File: src/dumc_pkg.sv
// shared constants, types and decode functions of the mode configuration block
`default_nettype none
package dumc_pkg;
  localparam int unsigned BYTE_W = 8;
  // register index; byte address is four times the index
  localparam logic [3:0] IDX_MODE_A    = 4'h0;
  localparam logic [3:0] IDX_STAT_A    = 4'h1;
  localparam logic [3:0] IDX_CMD_A     = 4'h2;
  localparam logic [3:0] IDX_DATA_A    = 4'h3;
  localparam logic [3:0] IDX_AUX       = 4'h4;
  localparam logic [3:0] IDX_IRQ       = 4'h5;
  localparam logic [3:0] IDX_TMR_HI    = 4'h6;
  localparam logic [3:0] IDX_TMR_LO    = 4'h7;
  localparam logic [3:0] IDX_MODE_B    = 4'h8;
  localparam logic [3:0] IDX_STAT_B    = 4'h9;
  localparam logic [3:0] IDX_CMD_B     = 4'hA;
  localparam logic [3:0] IDX_DATA_B    = 4'hB;
  localparam logic [3:0] IDX_GP        = 4'hC;
  localparam logic [3:0] IDX_PIN       = 4'hD;
  localparam logic [3:0] IDX_START_SET = 4'hE;
  localparam logic [3:0] IDX_STOP_CLR  = 4'hF;
  // pointer commands, upper nibble of a command write
  localparam logic [3:0] CMD_PTR_ZERO = 4'hB;
  localparam logic [3:0] CMD_PTR_ONE  = 4'h1;
  // writable bits of mode register zero
  localparam logic [7:0] MR0_MASK_A = 8'hF7;
  localparam logic [7:0] MR0_MASK_B = 8'hF0;
  localparam logic [7:0]  RST_BYTE = 8'h00;
  localparam logic [15:0] RST_WORD = 16'h0000;
  localparam logic [15:0] TC_WORD  = 16'h0000;
  localparam logic [15:0] ONE_WORD = 16'h0001;
  // field positions
  localparam int unsigned MR0_WDOG   = 7;
  localparam int unsigned MR0_RXTRIG = 6;
  localparam int unsigned MR0_TXTRIG = 4;
  localparam int unsigned MR0_EXT2   = 2;
  localparam int unsigned MR0_TEST   = 1;
  localparam int unsigned MR0_EXT1   = 0;
  localparam int unsigned MR1_RXRTS  = 7;
  localparam int unsigned MR1_RXTRIG = 6;
  localparam int unsigned MR1_ERRMD  = 5;
  localparam int unsigned MR1_PMODE  = 3;
  localparam int unsigned MR1_PTYPE  = 2;
  localparam int unsigned MR1_CLEN   = 0;
  localparam int unsigned MR2_LOOP   = 6;
  localparam int unsigned MR2_TXRTS  = 5;
  localparam int unsigned MR2_CTS    = 4;
  localparam int unsigned MR2_STOP   = 0;
  localparam int unsigned IRQ_TIMER  = 3;

  typedef enum logic [1:0] {PTR_ZERO, PTR_ONE, PTR_TWO} dumc_ptr_e;
  typedef enum logic [1:0] {PAR_WITH, PAR_FORCE, PAR_NONE, PAR_MULTI} dumc_par_e;
  typedef enum logic [1:0] {LOOP_NONE, LOOP_ECHO, LOOP_LOCAL, LOOP_REMOTE} dumc_loop_e;

  // empty locations that trigger the transmitter
  function automatic logic [4:0] dumc_tx_thr(input logic [1:0] code, input logic deep);
    case (code)
      2'b00:   dumc_tx_thr = deep ? 5'h10 : 5'h08;
      2'b01:   dumc_tx_thr = deep ? 5'h08 : 5'h04;
      2'b10:   dumc_tx_thr = deep ? 5'h0C : 5'h06;
      default: dumc_tx_thr = 5'h01;
    endcase
  endfunction

  // filled locations that trigger the receiver
  function automatic logic [4:0] dumc_rx_thr(input logic [1:0] code, input logic deep);
    case (code)
      2'b00:   dumc_rx_thr = 5'h01;
      2'b01:   dumc_rx_thr = deep ? 5'h06 : 5'h03;
      2'b10:   dumc_rx_thr = deep ? 5'h0C : 5'h06;
      default: dumc_rx_thr = deep ? 5'h10 : 5'h08;
    endcase
  endfunction

  // stop length in sixteenths of a bit; codes jump from 1.000 to 1.563
  function automatic logic [5:0] dumc_stop_len(input logic [3:0] code);
    dumc_stop_len = code[3] ? {2'h0, code} + 6'h11 : {2'h0, code} + 6'h09;
  endfunction
endpackage
`default_nettype wire

File: src/dumc_mode_chan.sv
// one channel's three mode registers behind the auto-advancing pointer
`default_nettype none
module dumc_mode_chan
  import dumc_pkg::*;
#(
  parameter logic [7:0] MR0_MASK = MR0_MASK_A,
  parameter logic       DEEP     = 1'b0
) (
  input  wire logic       ref_clk,
  input  wire logic       rst,
  input  wire logic       access,
  input  wire logic       write,
  input  wire logic [7:0] wdata,
  input  wire logic       ptrToZero,
  input  wire logic       ptrToOne,
  output logic      [7:0] rdata,
  output logic      [7:0] modeZero,
  output logic      [4:0] txThreshold,
  output logic      [4:0] rxThreshold,
  output logic      [3:0] dataBits,
  output logic            parityOdd,
  output logic            addrTag,
  output logic      [1:0] parityMode,
  output logic            blockErr,
  output logic            watchdogEn,
  output logic      [5:0] stopLen,
  output logic            ctsEn,
  output logic            txRtsEn,
  output logic            rxRtsEn,
  output logic      [1:0] loopMode
);
  typedef struct packed {
    dumc_ptr_e  ptr;
    logic [7:0] mr0;
    logic [7:0] mr1;
    logic [7:0] mr2;
  } dumc_chan_s;
  localparam dumc_chan_s CHAN_RST = '{ptr: PTR_ONE, mr0: RST_BYTE, mr1: RST_BYTE, mr2: RST_BYTE};

  dumc_chan_s st_reg;
  dumc_chan_s st_next;

  always_comb begin
    st_next = st_reg;
    if (ptrToZero) begin
      st_next.ptr = PTR_ZERO;
    end else if (ptrToOne) begin
      st_next.ptr = PTR_ONE;
    end else if (access) begin
      case (st_reg.ptr)
        PTR_ZERO: begin
          if (write) st_next.mr0 = wdata & MR0_MASK;
          st_next.ptr = PTR_ONE;
        end
        PTR_ONE: begin
          if (write) st_next.mr1 = wdata;
          st_next.ptr = PTR_TWO;
        end
        PTR_TWO: begin
          if (write) st_next.mr2 = wdata;
        end
        default: st_next.ptr = PTR_ONE;
      endcase
    end
  end

  always_ff @(posedge ref_clk) begin
    if (rst) st_reg <= CHAN_RST;
    else st_reg <= st_next;
  end

  always_comb begin
    case (st_reg.ptr)
      PTR_ZERO: rdata = st_reg.mr0;
      PTR_ONE:  rdata = st_reg.mr1;
      default:  rdata = st_reg.mr2;
    endcase
  end

  assign modeZero    = st_reg.mr0;
  assign txThreshold = dumc_tx_thr(st_reg.mr0[MR0_TXTRIG +: 2], DEEP);
  assign rxThreshold = dumc_rx_thr({st_reg.mr0[MR0_RXTRIG], st_reg.mr1[MR1_RXTRIG]}, DEEP);
  assign watchdogEn  = st_reg.mr0[MR0_WDOG];
  assign dataBits    = {2'h0, st_reg.mr1[MR1_CLEN +: 2]} + 4'h5;
  assign parityMode  = st_reg.mr1[MR1_PMODE +: 2];
  assign parityOdd   = st_reg.mr1[MR1_PTYPE] & (parityMode != PAR_MULTI);
  assign addrTag     = st_reg.mr1[MR1_PTYPE] & (parityMode == PAR_MULTI);
  assign blockErr    = st_reg.mr1[MR1_ERRMD];
  assign rxRtsEn     = st_reg.mr1[MR1_RXRTS];
  assign stopLen     = dumc_stop_len(st_reg.mr2[MR2_STOP +: 4]);
  assign ctsEn       = st_reg.mr2[MR2_CTS];
  assign txRtsEn     = st_reg.mr2[MR2_TXRTS];
  assign loopMode    = st_reg.mr2[MR2_LOOP +: 2];

  a_ptr_after_reset: assert property (@(posedge ref_clk) disable iff (rst)
    $fell(rst) |-> st_reg.ptr == PTR_ONE && st_reg.mr0 == RST_BYTE)
    else $error("pointer not at mode one after reset");
  a_ptr_zero_cmd: assert property (@(posedge ref_clk) disable iff (rst)
    ptrToZero |=> st_reg.ptr == PTR_ZERO)
    else $error("pointer command zero not taken");
  a_mode_zero_step: assert property (@(posedge ref_clk) disable iff (rst)
    access && !ptrToZero && !ptrToOne && st_reg.ptr == PTR_ZERO |=> st_reg.ptr == PTR_ONE)
    else $error("pointer did not leave mode zero");
  a_mode_one_step: assert property (@(posedge ref_clk) disable iff (rst)
    access && !ptrToZero && !ptrToOne && st_reg.ptr == PTR_ONE |=> st_reg.ptr == PTR_TWO)
    else $error("pointer did not leave mode one");
  a_mode_two_hold: assert property (@(posedge ref_clk) disable iff (rst)
    access && write && !ptrToZero && !ptrToOne && st_reg.ptr == PTR_TWO
      |=> st_reg.ptr == PTR_TWO && st_reg.mr2 == $past(wdata))
    else $error("mode two access moved pointer or lost data");
  a_unused_zero: assert property (@(posedge ref_clk) disable iff (rst)
    (st_reg.mr0 & ~MR0_MASK) == RST_BYTE)
    else $error("unused mode zero bit set");
endmodule
`default_nettype wire

File: src/dumc_timer.sv
// counter/timer: preload, countdown, square output, ready flag
`default_nettype none
module dumc_timer
  import dumc_pkg::*;
(
  input  wire logic        ref_clk,
  input  wire logic        rst,
  input  wire logic        preHiWr,
  input  wire logic        preLoWr,
  input  wire logic [7:0]  wdata,
  input  wire logic        startCmd,
  input  wire logic        stopCmd,
  output logic      [15:0] count,
  output logic             tOut,
  output logic             ready
);
  typedef struct packed {
    logic [15:0] preload;
    logic [15:0] cnt;
    logic        run;
    logic        out;
    logic        rdy;
  } dumc_tmr_s;
  localparam dumc_tmr_s TMR_RST = '{preload: RST_WORD, cnt: RST_WORD, run: 1'b0, out: 1'b0, rdy: 1'b0};

  dumc_tmr_s st_reg;
  dumc_tmr_s st_next;
  logic      riseEvt;

  always_comb begin
    st_next = st_reg;
    riseEvt = 1'b0;
    if (preHiWr) st_next.preload[15:8] = wdata;
    if (preLoWr) st_next.preload[7:0] = wdata;
    // a new preload only takes effect at terminal count or start
    if (startCmd) begin
      st_next.cnt = st_reg.preload;
      st_next.out = 1'b1;
      st_next.run = 1'b1;
    end else if (st_reg.run) begin
      if (st_reg.cnt == TC_WORD) begin
        st_next.cnt = st_reg.preload;
        st_next.out = ~st_reg.out;
        riseEvt     = ~st_reg.out;
      end else begin
        st_next.cnt = st_reg.cnt - ONE_WORD;
      end
    end
    // set wins over the clear from a stop read
    if (stopCmd) st_next.rdy = 1'b0;
    if (riseEvt) st_next.rdy = 1'b1;
  end

  always_ff @(posedge ref_clk) begin
    if (rst) st_reg <= TMR_RST;
    else st_reg <= st_next;
  end

  assign count = st_reg.cnt;
  assign tOut  = st_reg.out;
  assign ready = st_reg.rdy;

  a_stop_clears: assert property (@(posedge ref_clk) disable iff (rst)
    stopCmd && !riseEvt |=> !ready)
    else $error("stop read did not clear timer ready");
endmodule
`default_nettype wire

File: src/dumc_top.sv
// dual channel mode configuration and shared registers, APB slave
//
// Overview of operation
// - command upper nibble B points to mode zero; access then moves to one
// - reset or command nibble 1 points to mode one; access moves to two
// - mode two accesses leave the pointer where it is
// - channel A mode zero bit 0 selects extended baud table one
// - channel A mode zero bit 2 selects extended baud table two
// - channel A mode zero bit 1 selects factory test mode
// - unused mode zero bits ignore writes and read zero
// - transmit trigger bits 5:4 pick 8, 4, 6 or 1 empty slots, or 16, 8, 12 or 1 on the deep part
// - deep part transmit trigger code 00 means 16 empty slots
// - receive trigger is mode zero bit 6 over mode one bit 6
// - mode zero bit 7 enables the receive watchdog, off at reset
// - mode one bits 1:0 give 5 to 8 data bits
// - outside multidrop mode one bit 2 picks even or odd parity
// - in multidrop mode one bit 2 tags address or data
// - mode one bits 4:3 pick with, forced, no parity or multidrop
// - mode one bit 5 picks character or block error reporting
// - mode one bit 7 drives the channel pin as receive RTS, low active
// - mode two bits 3:0 give stop length 0.563 to 2.000 bits
// - mode two bit 4 enables automatic CTS transmit control
// - mode two bit 5 drives the channel pin as transmit RTS
// - mode two bits 7:6 pick normal, echo, local or remote loop
//
// Local design decision: the APB slave port.
`default_nettype none
module dumc_top
  import dumc_pkg::*;
#(
  parameter int unsigned ADDR_W = 8,
  parameter logic        DEEP   = 1'b0
) (
  input  wire logic              ref_clk,
  input  wire logic              rst,
  input  wire logic              psel,
  input  wire logic              penable,
  input  wire logic              pwrite,
  input  wire logic [ADDR_W-1:0] paddr,
  input  wire logic [31:0]       pwdata,
  output logic      [31:0]       prdata,
  output logic                   pready,
  output logic                   pslverr,
  input  wire logic [6:0]        inPins,
  input  wire logic [6:0]        evtSrc,
  input  wire logic              rtsReqAN,
  input  wire logic              rtsReqBN,
  output logic      [7:0]        outPins,
  output logic      [7:0]        outPinConfig,
  output logic      [7:0]        auxControl,
  output logic                   irq,
  output logic                   timerOut,
  output logic                   baudExt1,
  output logic                   baudExt2,
  output logic                   testMode,
  output logic      [4:0]        txThrA,
  output logic      [4:0]        rxThrA,
  output logic      [3:0]        dataBitsA,
  output logic                   parityOddA,
  output logic                   addrTagA,
  output logic      [1:0]        parityModeA,
  output logic                   blockErrA,
  output logic                   watchdogEnA,
  output logic      [5:0]        stopLenA,
  output logic                   ctsEnA,
  output logic      [1:0]        loopModeA,
  output logic      [4:0]        txThrB,
  output logic      [4:0]        rxThrB,
  output logic      [3:0]        dataBitsB,
  output logic                   parityOddB,
  output logic                   addrTagB,
  output logic      [1:0]        parityModeB,
  output logic                   blockErrB,
  output logic                   watchdogEnB,
  output logic      [5:0]        stopLenB,
  output logic                   ctsEnB,
  output logic      [1:0]        loopModeB
);
  typedef struct packed {
    logic [7:0] auxiliary_control;
    logic [7:0] interrupt_mask;
    logic [7:0] general_purpose;
    logic [7:0] output_pin_config;
    logic [7:0] opr;
    logic [7:0] pins;
    logic [7:0] rdata;
    logic [6:0] inMeta;
    logic [6:0] inSync;
    logic       err;
    logic       irq;
  } dumc_top_s;
  localparam dumc_top_s TOP_RST = '{
    auxiliary_control: RST_BYTE, interrupt_mask: RST_BYTE, general_purpose: RST_BYTE, output_pin_config: RST_BYTE, opr: RST_BYTE,
    pins: RST_BYTE, rdata: RST_BYTE, inMeta: 7'h00, inSync: 7'h00, err: 1'b0, irq: 1'b0};

  dumc_top_s   st_reg;
  dumc_top_s   st_next;

  logic        setup;
  logic        access;
  logic [3:0]  idx;
  logic        inRange;
  logic        unmapped;
  logic        wrEn;
  logic        rdEn;
  logic [7:0]  wByte;
  logic        accA;
  logic        accB;
  logic        cmdA;
  logic        cmdB;
  logic [7:0]  rdataA;
  logic [7:0]  rdataB;
  logic [7:0]  modeZeroA;
  logic        txRtsA;
  logic        rxRtsA;
  logic        txRtsB;
  logic        rxRtsB;
  logic [15:0] tmrCount;
  logic        tmrReady;
  logic        tmrOut;
  logic [7:0]  interrupt_status;

  // bus decode; the slave never inserts wait states
  assign setup    = psel & ~penable;
  assign access   = psel & penable;
  assign idx      = paddr[5:2];
  assign inRange  = (paddr[ADDR_W-1:6] == '0);
  assign unmapped = ~inRange | (idx == IDX_STAT_A) | (idx == IDX_DATA_A) |
                    (idx == IDX_STAT_B) | (idx == IDX_DATA_B);
  assign wrEn     = access & pwrite & inRange;
  assign rdEn     = access & ~pwrite & inRange;
  assign wByte    = pwdata[7:0];

  // mode pointer strobes and pointer commands per channel
  assign accA = (wrEn | rdEn) & (idx == IDX_MODE_A);
  assign accB = (wrEn | rdEn) & (idx == IDX_MODE_B);
  assign cmdA = wrEn & (idx == IDX_CMD_A);
  assign cmdB = wrEn & (idx == IDX_CMD_B);

  // timer ready takes slot 3; external sources 6:3 move up one slot
  assign interrupt_status = {evtSrc[6:3], tmrReady, evtSrc[2:0]};

  always_comb begin
    st_next        = st_reg;
    st_next.inMeta = inPins;
    st_next.inSync = st_reg.inMeta;
    if (setup) begin
      st_next.err = unmapped;
      case (idx)
        IDX_MODE_A:    st_next.rdata = rdataA;
        IDX_MODE_B:    st_next.rdata = rdataB;
        IDX_IRQ:       st_next.rdata = interrupt_status;
        IDX_TMR_HI:    st_next.rdata = tmrCount[15:8];
        IDX_TMR_LO:    st_next.rdata = tmrCount[7:0];
        IDX_GP:        st_next.rdata = st_reg.general_purpose;
        IDX_PIN:       st_next.rdata = {1'b0, st_reg.inSync};
        default:       st_next.rdata = RST_BYTE;
      endcase
      if (!inRange) st_next.rdata = RST_BYTE;
    end
    if (wrEn) begin
      case (idx)
        IDX_AUX:       st_next.auxiliary_control = wByte;
        IDX_IRQ:       st_next.interrupt_mask = wByte;
        IDX_GP:        st_next.general_purpose = wByte;
        IDX_PIN:       st_next.output_pin_config = wByte;
        IDX_START_SET: st_next.opr = st_reg.opr | wByte;
        IDX_STOP_CLR:  st_next.opr = st_reg.opr & ~wByte;
        default:       st_next.err = st_reg.err;
      endcase
    end
    st_next.pins = st_next.opr;
    // either RTS control takes the pin over; both set is a software fault
    if (rxRtsA | txRtsA) st_next.pins[0] = rtsReqAN;
    if (rxRtsB | txRtsB) st_next.pins[1] = rtsReqBN;
    st_next.irq = |(interrupt_status & st_reg.interrupt_mask);
  end

  always_ff @(posedge ref_clk) begin
    if (rst) st_reg <= TOP_RST;
    else st_reg <= st_next;
  end

  dumc_mode_chan #(
    .MR0_MASK (MR0_MASK_A),
    .DEEP     (DEEP)
  ) u_chan_a (
    .ref_clk     (ref_clk),
    .rst         (rst),
    .access      (accA),
    .write       (pwrite),
    .wdata       (wByte),
    .ptrToZero   (cmdA && wByte[7:4] == CMD_PTR_ZERO),
    .ptrToOne    (cmdA && wByte[7:4] == CMD_PTR_ONE),
    .rdata       (rdataA),
    .modeZero    (modeZeroA),
    .txThreshold (txThrA),
    .rxThreshold (rxThrA),
    .dataBits    (dataBitsA),
    .parityOdd   (parityOddA),
    .addrTag     (addrTagA),
    .parityMode  (parityModeA),
    .blockErr    (blockErrA),
    .watchdogEn  (watchdogEnA),
    .stopLen     (stopLenA),
    .ctsEn       (ctsEnA),
    .txRtsEn     (txRtsA),
    .rxRtsEn     (rxRtsA),
    .loopMode    (loopModeA)
  );

  dumc_mode_chan #(
    .MR0_MASK (MR0_MASK_B),
    .DEEP     (DEEP)
  ) u_chan_b (
    .ref_clk     (ref_clk),
    .rst         (rst),
    .access      (accB),
    .write       (pwrite),
    .wdata       (wByte),
    .ptrToZero   (cmdB && wByte[7:4] == CMD_PTR_ZERO),
    .ptrToOne    (cmdB && wByte[7:4] == CMD_PTR_ONE),
    .rdata       (rdataB),
    .modeZero    (),
    .txThreshold (txThrB),
    .rxThreshold (rxThrB),
    .dataBits    (dataBitsB),
    .parityOdd   (parityOddB),
    .addrTag     (addrTagB),
    .parityMode  (parityModeB),
    .blockErr    (blockErrB),
    .watchdogEn  (watchdogEnB),
    .stopLen     (stopLenB),
    .ctsEn       (ctsEnB),
    .txRtsEn     (txRtsB),
    .rxRtsEn     (rxRtsB),
    .loopMode    (loopModeB)
  );

  // start and stop are read side effects only
  dumc_timer u_timer (
    .ref_clk  (ref_clk),
    .rst      (rst),
    .preHiWr  (wrEn && idx == IDX_TMR_HI),
    .preLoWr  (wrEn && idx == IDX_TMR_LO),
    .wdata    (wByte),
    .startCmd (rdEn && idx == IDX_START_SET),
    .stopCmd  (rdEn && idx == IDX_STOP_CLR),
    .count    (tmrCount),
    .tOut     (tmrOut),
    .ready    (tmrReady)
  );

  assign prdata       = {24'h000000, st_reg.rdata};
  assign pready       = 1'b1;
  assign pslverr      = access & st_reg.err;
  assign outPins      = st_reg.pins;
  assign outPinConfig = st_reg.output_pin_config;
  assign auxControl   = st_reg.auxiliary_control;
  assign irq          = st_reg.irq;
  assign timerOut     = tmrOut;
  // baud table and test selects live in channel A only, shared by both
  assign baudExt1     = modeZeroA[MR0_EXT1];
  assign baudExt2     = modeZeroA[MR0_EXT2];
  assign testMode     = modeZeroA[MR0_TEST];

  // interrupt level
  a_irq_follows: assert property (@(posedge ref_clk) disable iff (rst)
    (interrupt_status & st_reg.interrupt_mask) != RST_BYTE |=> irq)
    else $error("masked status set but interrupt low");

  a_irq_quiet: assert property (@(posedge ref_clk) disable iff (rst)
    (interrupt_status & st_reg.interrupt_mask) == RST_BYTE |=> !irq)
    else $error("interrupt high with nothing enabled");

  // bus answer
  a_err_unmapped: assert property (@(posedge ref_clk) disable iff (rst)
    setup && unmapped ##1 access |-> pslverr && prdata[7:0] == RST_BYTE)
    else $error("unmapped access not refused");

  a_err_access_only: assert property (@(posedge ref_clk) disable iff (rst)
    !access |-> !pslverr)
    else $error("error flag outside access phase");

  // shared registers
  a_set_bits: assert property (@(posedge ref_clk) disable iff (rst)
    wrEn && idx == IDX_START_SET |=> (st_reg.opr & $past(wByte)) == $past(wByte))
    else $error("output set write lost a bit");

  a_clr_bits: assert property (@(posedge ref_clk) disable iff (rst)
    wrEn && idx == IDX_STOP_CLR |=> (st_reg.opr & $past(wByte)) == RST_BYTE)
    else $error("output clear write left a bit");

  a_gp_write: assert property (@(posedge ref_clk) disable iff (rst)
    wrEn && idx == IDX_GP |=> st_reg.general_purpose == $past(wByte))
    else $error("general register write lost");

  a_output_pin_config_write: assert property (@(posedge ref_clk) disable iff (rst)
    wrEn && idx == IDX_PIN |=> outPinConfig == $past(wByte))
    else $error("output config write lost");

  a_aux_write: assert property (@(posedge ref_clk) disable iff (rst)
    wrEn && idx == IDX_AUX |=> auxControl == $past(wByte))
    else $error("aux control write lost");

  // pin override and mode registers
  a_rts_pin: assert property (@(posedge ref_clk) disable iff (rst)
    rxRtsA && $stable(rxRtsA) ##1 $stable(rtsReqAN) |-> outPins[0] == $past(rtsReqAN))
    else $error("receive RTS not on channel A pin");

  a_rts_tx_pin: assert property (@(posedge ref_clk) disable iff (rst)
    txRtsA && $stable(txRtsA) ##1 $stable(rtsReqAN) |-> outPins[0] == $past(rtsReqAN))
    else $error("transmit RTS not on channel A pin");

  a_mode_read: assert property (@(posedge ref_clk) disable iff (rst)
    setup && !pwrite && idx == IDX_MODE_A && inRange |=> prdata[7:0] == $past(rdataA))
    else $error("mode read data wrong");

  a_mode_b_read: assert property (@(posedge ref_clk) disable iff (rst)
    setup && !pwrite && idx == IDX_MODE_B && inRange |=> prdata[7:0] == $past(rdataB))
    else $error("channel B mode read data wrong");

  a_mode_zero_src: assert property (@(posedge ref_clk) disable iff (rst)
    $changed(modeZeroA) |-> $past(accA) && $past(pwrite))
    else $error("mode zero changed without a mode write");
endmodule
`default_nettype wire

File: config.mk
export PLATFORM = sky130hd
export DESIGN_NAME = dumc_top
export DESIGN_NICKNAME = d
export VERILOG_FILES = /design/src/dumc_pkg.sv /design/src/dumc_mode_chan.sv /design/src/dumc_timer.sv /design/src/dumc_top.sv
export SDC_FILE = /design/constraint.sdc
export NUM_CORES = 1
export LEC_CHECK = 0
export ABC_AREA = 1
export BUFFER_PORTS_ARGS = -buffer_cell sky130_fd_sc_hd__buf_2
export CAP_MARGIN = 15
export CORE_MARGIN = 2
export CORE_UTILIZATION = 56
export CTS_BUF_LIST = sky130_fd_sc_hd__clkbuf_4 sky130_fd_sc_hd__clkbuf_8
export DETAILED_ROUTE_END_ITERATION = 16
export GPL_TIMING_DRIVEN = 0
export PLACE_DENSITY_LB_ADDON = 0.08
export RECOVER_POWER = 25
export SYNTH_ARGS = -nofsm -noshare
export SYNTH_HDL_FRONTEND = slang
export SYNTH_SLANG_ARGS = --single-unit
File: constraint.sdc
create_clock -name ref_clk -period 1.8 [get_ports ref_clk]
set_input_delay 0.09 -clock ref_clk [delete_from_list [all_inputs] [get_ports ref_clk]]
set_output_delay 0.09 -clock ref_clk [all_outputs]
set_load 0.005 [all_outputs]
* Word level (Yosys, flattened, before mapping)
Index checks and enable logic that the tools add are counted.
** Storage, ports and cells
- Bits in writable memories :: 0
- Bits in latches :: 0
- Output and inout port bits :: 121
- Memories kept :: 0
- Logic and storage cells :: 195
- Memory bits (read-only) :: 0
- Flip-flop bits (word level) :: 154
** Operators by class
- Reduce and logical (&&, ||, !) cells :: 41
- Divide/modulo/power cells :: 0
- Multipliers :: 0
- Bitwise operators :: 36
- Multiplexer cells :: 48
- Shift-type cells :: 0
- Add/subtract/negate cells :: 7
- Eq/ne operators :: 36
- Order comparisons :: 0
** Operators by type and width (count)
- 8-bit two-way mux :: 14
- 8-bit case mux with 7 select lines :: 1
- 25-bit two-way mux :: 2
- 16-bit two-way mux :: 3
- 4-bit case mux with 3 select lines :: 4
- 8-bit case mux with 2 select lines :: 3
- 4-bit equality test (second input constant) :: 9
- 5-bit AND reduction :: 6
- 2-bit AND reduction :: 9
- 1-bit two-way mux :: 17
- 8-bit bitwise AND :: 2
- 2-bit equality test (second input constant) :: 8
- 4-bit by 3-bit equality test with 1-bit output (second input constant) :: 4
- 16-bit logical NOT :: 1
- 16-bit by 1-bit subtractor with 16-bit output (second input constant) :: 1
- 1-bit bitwise AND :: 15
- 2-bit logical NOT :: 7
- 4-bit by 5-bit adder with 6-bit output (second input constant) :: 2
- 2-bit by 1-bit equality test with 1-bit output (second input constant) :: 6
- 6-bit two-way mux :: 2
- 4-bit by 4-bit adder with 5-bit output (second input constant) :: 2
- 1-bit inverter :: 10
- 2-bit by 3-bit adder with 4-bit output (second input constant) :: 2
- 4-bit by 1-bit equality test with 1-bit output (second input constant) :: 2
- other kinds (14) :: 36

* Logic depth before layout (Yosys ltp)
Gate-level depths: netlist (run 1).
- Depth after elaboration :: 9
- Gate-level depth with buffers :: 10
- Depth with buffers taken out :: 10

* Hierarchy
Synthesis (run 1) repeated with hierarchy kept, for this count alone.
** Second synthesis, totals
- Cell total of the unflattened synthesis :: 1260
- Area, all modules :: 8673.3 µm²
** Modules (own cells, without submodules)
- dumc_top :: cells each 494, instances 1, area an instance 3538.4 µm², sequential area each 1321.3 µm²
- dumc_timer :: cells each 296, instances 1, area an instance 1998.2 µm², sequential area each 700.7 µm²
- dumc_mode_chan at u_chan_a :: cells each 247, instances 1, area an instance 1665.3 µm², sequential area each 500.5 µm²
- dumc_mode_chan at u_chan_b :: cells each 223, instances 1, area an instance 1471.4 µm², sequential area each 440.4 µm²

* Worst setup path before layout (run 1)
OpenSTA, ideal clock, no wires.
- Path kind :: flip-flop to flip-flop
- Start point :: register u_timer.st_reg, in the netlist u_timer.count[10]
- End point :: register u_timer.st_reg, in the netlist u_timer.count[0]
- Period minus slack after synthesis :: 1.402 ns
- Setup time :: 0.113 ns
- Stages on the path, launching flop included :: 10
- Arrival :: 1.289 ns
- Setup slack :: 0.398 ns
- Path buffers :: 1
- Required time :: 1.687 ns
- Path through :: dfxtp_1 > nor2_1 > inv_1 > nor2_1 > nand3_1 > nand2_2 > buf_4 > nand2_1 > nand3_1 > nand2_1
** Between the ends
- Longest elaborated chain between the ends :: 4
** Ends and longest elaborated chain
- start, declared :: RTL line dumc_timer.sv:26 : dumc_tmr_s st_reg;
- start signal, assigned :: RTL line dumc_timer.sv:56 : else st_reg <= st_next;
- 16-bit logical NOT :: RTL line dumc_timer.sv:41 : if (st_reg.cnt == TC_WORD) begin
- 16-bit two-way mux :: RTL line dumc_timer.sv:41
- 16-bit two-way mux :: RTL line dumc_timer.sv:40 : end else if (st_reg.run) begin
- 16-bit two-way mux :: RTL line dumc_timer.sv:36 : if (startCmd) begin
Every way passes these cells. The select of a mux whose other input is x is not followed.
A chain may end at the register's enable or synchronous reset.

* Final worst setup path (run 1)
- Start point :: input penable
- End point :: register u_chan_a.st_reg, in the netlist u_chan_a.modeZero[5]
** Between the ends
- Longest elaborated chain between the ends :: 7
- Elaborated cells between the ends (all ways) :: 13
- Those cells by class :: 10 x bitwise; 3 x reduce/logical
** Ends and longest elaborated chain
- start, declared :: RTL line dumc_top.sv:37 : input wire logic penable,
- 1-bit bitwise AND (*) :: RTL line dumc_top.sv:125 : assign access = psel & penable;
- 1-bit bitwise AND (2 in series) :: RTL line dumc_top.sv:130 : assign wrEn = access & pwrite & inRange;
- 1-bit bitwise AND :: RTL line dumc_top.sv:137 : assign cmdA = wrEn & (idx == IDX_CMD_A);
- 1-bit logical AND (on tied branches) :: RTL line dumc_top.sv:193, dumc_top.sv:194
- 1-bit inverter (no line)
- 5-bit AND reduction (no line) (*)
- end signal, assigned :: RTL line dumc_mode_chan.sv:69 : else st_reg <= st_next;
- end, declared :: RTL line dumc_mode_chan.sv:40 : dumc_chan_s st_reg;
Mark *: on every way between the ends. The rest lies on a longest branch, timed or not.

==> results of run 1 <==
metrics by stage:
step / hold WS, ns / worst slack, ns / instance area (um2) / total power, mW / instances
after floorplan: 0.197 / 0.398 / 7710 / 3.62 / 1116
after global placement: 0.290 / -0.0157 / 8550 / 3.77 / 1415
after detailed placement: 0.296 / -0.0298 / 8550 / 3.77 / 1415
after CTS: 0.00720 / 0.0196 / 9120 / 6.46 / 1462
after global routing: 0.0288 / -0.0407 / 9170 / 6.66 / 1463
final: 0.0109 / 0.0838 / 9170 / 6.46 / 1463
layer usage:
layer | global-route usage [%] | vias up | share of wire, %
met5 | 0 | - | 0
met4 | 13.4 | 0 | 3.3
met3 | 6.37 | 50 | 10
met2 | 45.8 | 378 | 43
met1 | 40.8 | 3319 | 43
li1 | - | 3771 | -
how the worst max path moves through the flow:
stage                                 to  slack, ns  cells after the start
detailed placement   u_chan_b.st_reg[24]      -0.03                      8
global route          u_timer.st_reg[34]      -0.04                     11
CTS                   u_timer.st_reg[23]       0.02                      7
global placement     u_chan_b.st_reg[24]      -0.02                      8
floorplan               u_timer.count[0]       0.40                      9
finish              u_chan_a.modeZero[5]       0.08                     11
synthesized netlist by cell type (all sizes together), types with 3 or more instances:
| cell type | count |
|---|---|
| o21ai | 111 |
| inv | 125 |
| nor3 | 9 |
| dfxtp | 148 |
| nand2 | 231 |
| nand3 | 81 |
| clkbuf | 18 |
| ha | 20 |
| buf | 91 |
| nand4 | 11 |
| nor2 | 112 |
| clkinv | 3 |
| a21oi | 112 |
| xor2 | 6 |
what timing repair did:
action / 4_1_cts / 5_1_grt
resized for setup: 0 / 26
setup buffers: 0 / 1
endpoints found under the hold margin: 19 / 0
setup endpoints to repair: 0 / 65
hold buffers: 15 / 0
area by class of cell:
class / instances / area [um2]
Fill cell: 1236 / 4070
Inverter: 128 / 482
Clock buffer: 18 / 241
Clock inverter: 14 / 178
Timing Repair Buffer: 139 / 768
Buffer: 109 / 751
Tap cell: 176 / 220
Sequential cell: 148 / 2960
Multi-Input combinational cell: 731 / 3570
where the power goes:
part	total [mW]	leakage, nW	switching, mW	internal [mW]
combinational	0.436	3.08	0.286	0.149
clock	2.72	0.200	1.32	1.40
sequential	3.30	1.20	0.00708	3.29
total	6.46	4.48	1.62	4.84
layout by cell type (no fill, tap or decap), types with 8 or more instances in the layout:
cell type	Yosys	final
nand2_1	224	223
dfxtp_1	148	148
buf_2	9	126
inv_1	119	118
a21oi_1	112	112
o21ai_0	106	104
nor2_1	103	100
nand3_1	76	74
buf_4	77	40
clkbuf_4	0	40
conb_1	2	29
ha_1	20	20
clkbuf_1	18	17
clkbuf_8	0	17
dlygate4sd3_1	0	15
nand4_1	11	11
nor3_1	8	8
cells by family after synthesis:
| group | Yosys count | share of synthesized area (%) |
|---|---|---|
| and+or+nand+nor | 446 | 25.6 |
| adders and majority gates | 20 | 3.29 |
| other | 2 | 0.0987 |
| DFF | 148 | 38.9 |
| AOI/OAI and AO/OA | 228 | 15.2 |
| xor gates and xnor gates | 8 | 0.921 |
| buffers and inverters | 237 | 15.9 |
critical path: cells and delay by family:
kind,cells,cell delay (ns)
AO/OA/AOI/OAI,2,0.22
buffers and inverters,5,1.14
AND/OR/NAND/NOR,4,0.61
==> flow_metrics.py, run 1 <==
metrics = {
    "global_routing": {
        "grt_overflow": 0,
        "grt_antenna_before_repair": 0,
        "grt_pass1_wl_mm": 33.6,
        "track_usage_pct": 30.0,
        "grt_max_degree": 17,
        "grt_pass1_vias": 6676,
    },
    "hold_path": {
        "hold_path.class": "input pin to register",
        "holdPathStages": 4,
        "worstHoldEndpoint": "st_reg[1]",
        "hp-start": "psel",
    },
    "yosys": {
        "synth_area_leaders": "dfxtp_1 39%, nand2_1 11%, buf_4 7.6%",
        "synth.distinct_cells": 35,
        "syn_area_um2": 7610,
        "synth_warnings": 0,
        "synth_area_leader_cell": "dfxtp_1",
        "synth-edff-count": 0,
        "ys_seq_area_share_pct": 38.9,
        "avgSynthCellArea_um2": 6.99,
        "ys_ff_latch": 148,
        "syn_inst": 1089,
        "synthArstFlopShare_pct": 0,
        "ys.flop_type": "dfxtp_1",
        "synth_top_area_share_pct": 38.9,
    },
    "clocking": {
        "path_clk_slew_ns": 0.08,
        "cts_buffer_depth": 2,
        "cts_root_buf": "clkbuf_8",
        "clock_sinks": 148,
        "h-tree-depth": 4,
        "numCtsBuffers": 17,
        "clkLatencyLatePin_ns": 0.46,
        "cts_tree": "yes",
    },
    "setup_path": {
        "startpoint": "penable",
        "start_kind": "input pin",
        "critical_path.slowest_cell": "dlygate4sd3_1",
        "worstSetupPathType": "input pin to register",
        "r2r_start": "u_chan_a.st_reg[25]",
        "critical_path_required_ns": 2.15,
        "r2r-end": "u_chan_a.modeZero[5]",
        "worst_setup_path_end_kind": "register",
        "ff2ff_path_depth": 6,
        "r2r_setup_slack_ns": 0.16,
        "cpPeakStageDelay_ns": 0.53,
        "worstPathArrival_ns": 2.06,
        "cp_max_fo": 10,
        "worstPathCellList": "dlygate4sd3_1 -> buf_2 -> nand2_1 -> inv_1 -> nand2_1 -> nor2_4 -> buf_8 -> nand3_1 -> buf_2 -> o21ai_0 -> a21oi_1",
    },
    "finish": {
        "num_antenna_cells": 0,
        "final_nets": 1355,
        "drive_above_1_share_pct": 22.0,
        "fin_util_pct": 69.2,
        "largest_reg_flops": 32,
        "syn_to_final_growth_pct": 20.5,
    },
    "timing": {
        "setup-violations-final": 0,
        "fmax_mhz": 583,
        "slew_headroom_pct": 44.7,
        "tightest_slew_ns": 0.830,
        "hold_viol_final": 0,
        "fin_crit_sh_pct": 95.3,
        "clock-skew-final_ns": 0.0105,
        "drv_slew": 0,
        "period_needed_ns": 1.72,
        "tns_ns": 0,
    },
    "die": {
        "start_util_pct": 57.5,
        "die_x_um": 121,
        "core-area_um2": 13200,
        "fp.dieH_um": 121,
        "die-area_um2": 14500,
        "io_pins": 182,
        "rows": 42,
    },
    "run_status": {
        "status": "completed",
    },
    "routing": {
        "ant_nets": 0,
        "totalWireLength_mm": 21.6,
        "drc": 0,
        "dr_total_vias": 7518,
        "viasPerCell": 5.14,
        "drt_pre_antenna_iters": 6,
        "wire_per_inst_um": 14.7,
        "first_iter_violations": 766,
    },
    "run": {
        "drv_cap": 0,
    },
    "place": {
        "port-buffer-count": 123,
        "finalWeightedCongestion": 0.950,
        "dp.final_hpwl_mm": 15.7,
    },
    "power": {
        "peakVddDrop_v": 0.000657,
        "cellPowerDensity_nw_per_um2": 704,
        "power.leakage_nw": 4.48,
    },
}
(Power assumes the default switching activity.)
==> run 2: changes to the inputs <==
--- a/config.mk
+++ b/config.mk
@@ -9,12 +9,13 @@
 export BUFFER_PORTS_ARGS = -buffer_cell sky130_fd_sc_hd__buf_2
 export CAP_MARGIN = 15
 export CORE_MARGIN = 2
-export CORE_UTILIZATION = 56
+export CORE_UTILIZATION = 35
 export CTS_BUF_LIST = sky130_fd_sc_hd__clkbuf_4 sky130_fd_sc_hd__clkbuf_8
 export DETAILED_ROUTE_END_ITERATION = 16
 export GPL_TIMING_DRIVEN = 0
 export PLACE_DENSITY_LB_ADDON = 0.08
 export RECOVER_POWER = 25
+export SETUP_SLACK_MARGIN = 0.1
 export SYNTH_ARGS = -nofsm -noshare
 export SYNTH_HDL_FRONTEND = slang
 export SYNTH_SLANG_ARGS = --single-unit
==> constraint.sdc (replaced) <==
create_clock -name ref_clk -period 1.7 [get_ports ref_clk]
set_input_delay 0.085 -clock ref_clk [delete_from_list [all_inputs] [get_ports ref_clk]]
set_output_delay 0.085 -clock ref_clk [all_outputs]
set_load 0.005 [all_outputs]
==> flow_metrics.py, run 2 (synthesis gave the netlist of run 1 again) <==
metrics = {
    "routing": {
        "totalWireLength_mm": 24.8,
        "ant_nets": 0,
        "drc": 0,
        "drt_pre_antenna_iters": 7,
        "dr_total_vias": 7358,
        "first_iter_violations": 410,
        "viasPerCell": 4.69,
        "wire_per_inst_um": 15.8,
    },
    "die": {
        "io_pins": 182,
        "core-area_um2": 21200,
        "die-area_um2": 22900,
        "rows": 53,
        "start_util_pct": 36.0,
        "fp.dieH_um": 151,
        "die_x_um": 151,
    },
    "finish": {
        "stdcell_area_um2": 9460,
        "largest_reg_flops": 32,
        "final_nets": 1363,
        "fin_cells": 1570,
        "layout.cells.most_common_list": "222 x nand2_1, 144 x dfxtp_1, 117 x inv_1",
        "drive_above_1_share_pct": 22.1,
        "fin_util_pct": 44.7,
        "syn_to_final_growth_pct": 24.3,
        "layout_commonest_cell": "nand2_1",
    },
    "power": {
        "cellPowerDensity_nw_per_um2": 764,
        "power.leakage_nw": 4.53,
        "p_switching_mw": 1.67,
        "seq_power_share_pct": 48.4,
        "peakVddDrop_v": 0.000583,
        "intPower_mw": 5.55,
        "power_mw": 7.22,
        "p_sw_share_pct": 23.1,
        "clockPowerShare_pct": 45.1,
        "combPwrFrac_pct": 6.5,
    },
    "setup_path": {
        "worstPathArrival_ns": 1.92,
        "path_buf_inv": 3,
        "startpoint": "paddr[7]",
        "worstPathCellList": "buf_2 -> nor2_1 -> nand2_1 -> nor2_1 -> buf_4 -> nand2_1 -> buf_2 -> o21ai_0 -> a21oi_1",
        "critical_path.slowest_cell": "buf_4",
        "cpPeakStageDelay_ns": 0.31,
        "worstSetupPathType": "input pin to register",
        "start_kind": "input pin",
        "cp_max_fo": 10,
        "worst_setup_path_end_kind": "register",
        "critical_path_required_ns": 2.06,
        "r2r_start": "u_timer.count[0]",
        "ff2ff_path_depth": 10,
        "crit_family": "simple AND/OR/NAND/NOR gates",
        "cp_num_cells": 9,
    },
    "global_routing": {
        "track_usage_pct": 21.7,
        "grt_pass1_wl_mm": 37.1,
        "grt_overflow": 0,
        "grt_pass1_vias": 6576,
        "grt_max_degree": 17,
        "grt_antenna_before_repair": 1,
    },
    "timing": {
        "fin_crit_sh_pct": 91.9,
        "setup-violations-final": 0,
        "drv_slew": 0,
        "slew_headroom_pct": 42.6,
        "clock-skew-final_ns": 0.0160,
        "period_needed_ns": 1.56,
        "timing.hold.ws_ns": 0.0456,
        "hold_viol_final": 0,
        "tightest_slew_ns": 0.861,
        "fmax_mhz": 640,
        "rsz0062_at_grt": "yes",
    },
    "clocking": {
        "clock_sinks": 148,
        "cts_buffer_depth": 2,
        "h-tree-depth": 4,
        "clkLatencyLatePin_ns": 0.46,
        "numCtsBuffers": 17,
        "path_clk_slew_ns": 0.09,
        "cts_tree": "yes",
        "cts_root_buf": "clkbuf_8",
    },
    "place": {
        "port-buffer-count": 123,
        "numPlacedInstances": 1514,
        "placed_cell_area_um2": 8670,
        "finalWeightedCongestion": 0.875,
        "dp.final_hpwl_mm": 18.2,
    },
    "hold_path": {
        "hp-start": "paddr[4]",
        "holdPathStages": 3,
        "hold_path.class": "input pin to register",
    },
    "run": {
        "drv_cap": 0,
    },
    "run_status": {
        "status": "completed",
    },
}
## run 2: cell types whose count changed in the layout (fill, tap and decap cells not counted), sizes merged
| cell | previous run | this run |
|---|---|---|
| clkinvlp | 4 | 1 |
| buf | 172 | 187 |
| dlymetal6s4s | 0 | 1 |
| inv | 128 | 125 |
| bufinv | 3 | 5 |
| clkbuf | 79 | 76 |
| clkinv | 7 | 5 |
| diode | 0 | 1 |
## run 2: power groups by stage
stage / sequential [mW] / clock, mW / combinational [mW]
6_report: 3.49 / 3.26 / 0.470
5_1_grt: 3.50 / 3.47 / 0.518
4_1_cts: 3.49 / 3.32 / 0.466
3_5_place_dp: 3.58 / 0 / 0.438
3_3_place_gp: 3.57 / 0 / 0.439
2_1_floorplan: 3.57 / 0 / 0.256
## run 2: per-stage QoR
step	TNS (ns)	worst slack (ns)
floorplan	0	0.298
global placement	-4.72	-0.248
detailed placement	-5.30	-0.211
CTS	0	0.0947
global route	0	0.0425
finish	0	0.138
## run 2: metal layers
| metal | GRT usage (%) | part of all wire [%] | vias to the layer above |
|---|---|---|---|
| met5 | 0 | 0 | - |
| met4 | 7.90 | 2.5 | 0 |
| met3 | 3.29 | 5.7 | 36 |
| met2 | 32.6 | 43 | 231 |
| met1 | 31.5 | 49 | 3299 |
| li1 | - | - | 3792 |
## run 2: final cells by class
| class | count | area, um2 |
|---|---|---|
| antenna | 1 | 2.50 |
| multi-input combinational | 731 | 3600 |
| buffer | 109 | 756 |
| sequential | 148 | 2970 |
| fill | 2311 | 11700 |
| clock buffer | 23 | 298 |
| tap | 275 | 344 |
| clock inverter | 8 | 173 |
| inverter | 128 | 482 |
| timing repair buffer | 147 | 836 |
## run 2: final timing paths
kind | endpoint | slack (ns)
setup / recovery | u_timer.st_reg[25] | 0.14
hold / removal | st_reg[1] | 0.05
setup reg to reg | u_timer.tOut | 0.19
hold reg to reg | st_reg[3] | 0.40
## run 2: worst reg2reg max path, delay by kind of cell, from the launching register on
family,cells,cell delay (ns)
AOI/OAI and AO/OA,1,0.05
and+or+nand+nor,6,0.54
DFF,1,0.35
adders and majority gates,1,0.19
buffers and inverters,2,0.23
## run 2: repair_timing
action,in CTS,in global routing
gates cloned,1,1
hold buffers,16,0
buffers inserted,1,5
pin swaps,2,3
endpoints found under the hold margin,18,0
gates resized for setup,11,33
setup endpoints to repair,34,53
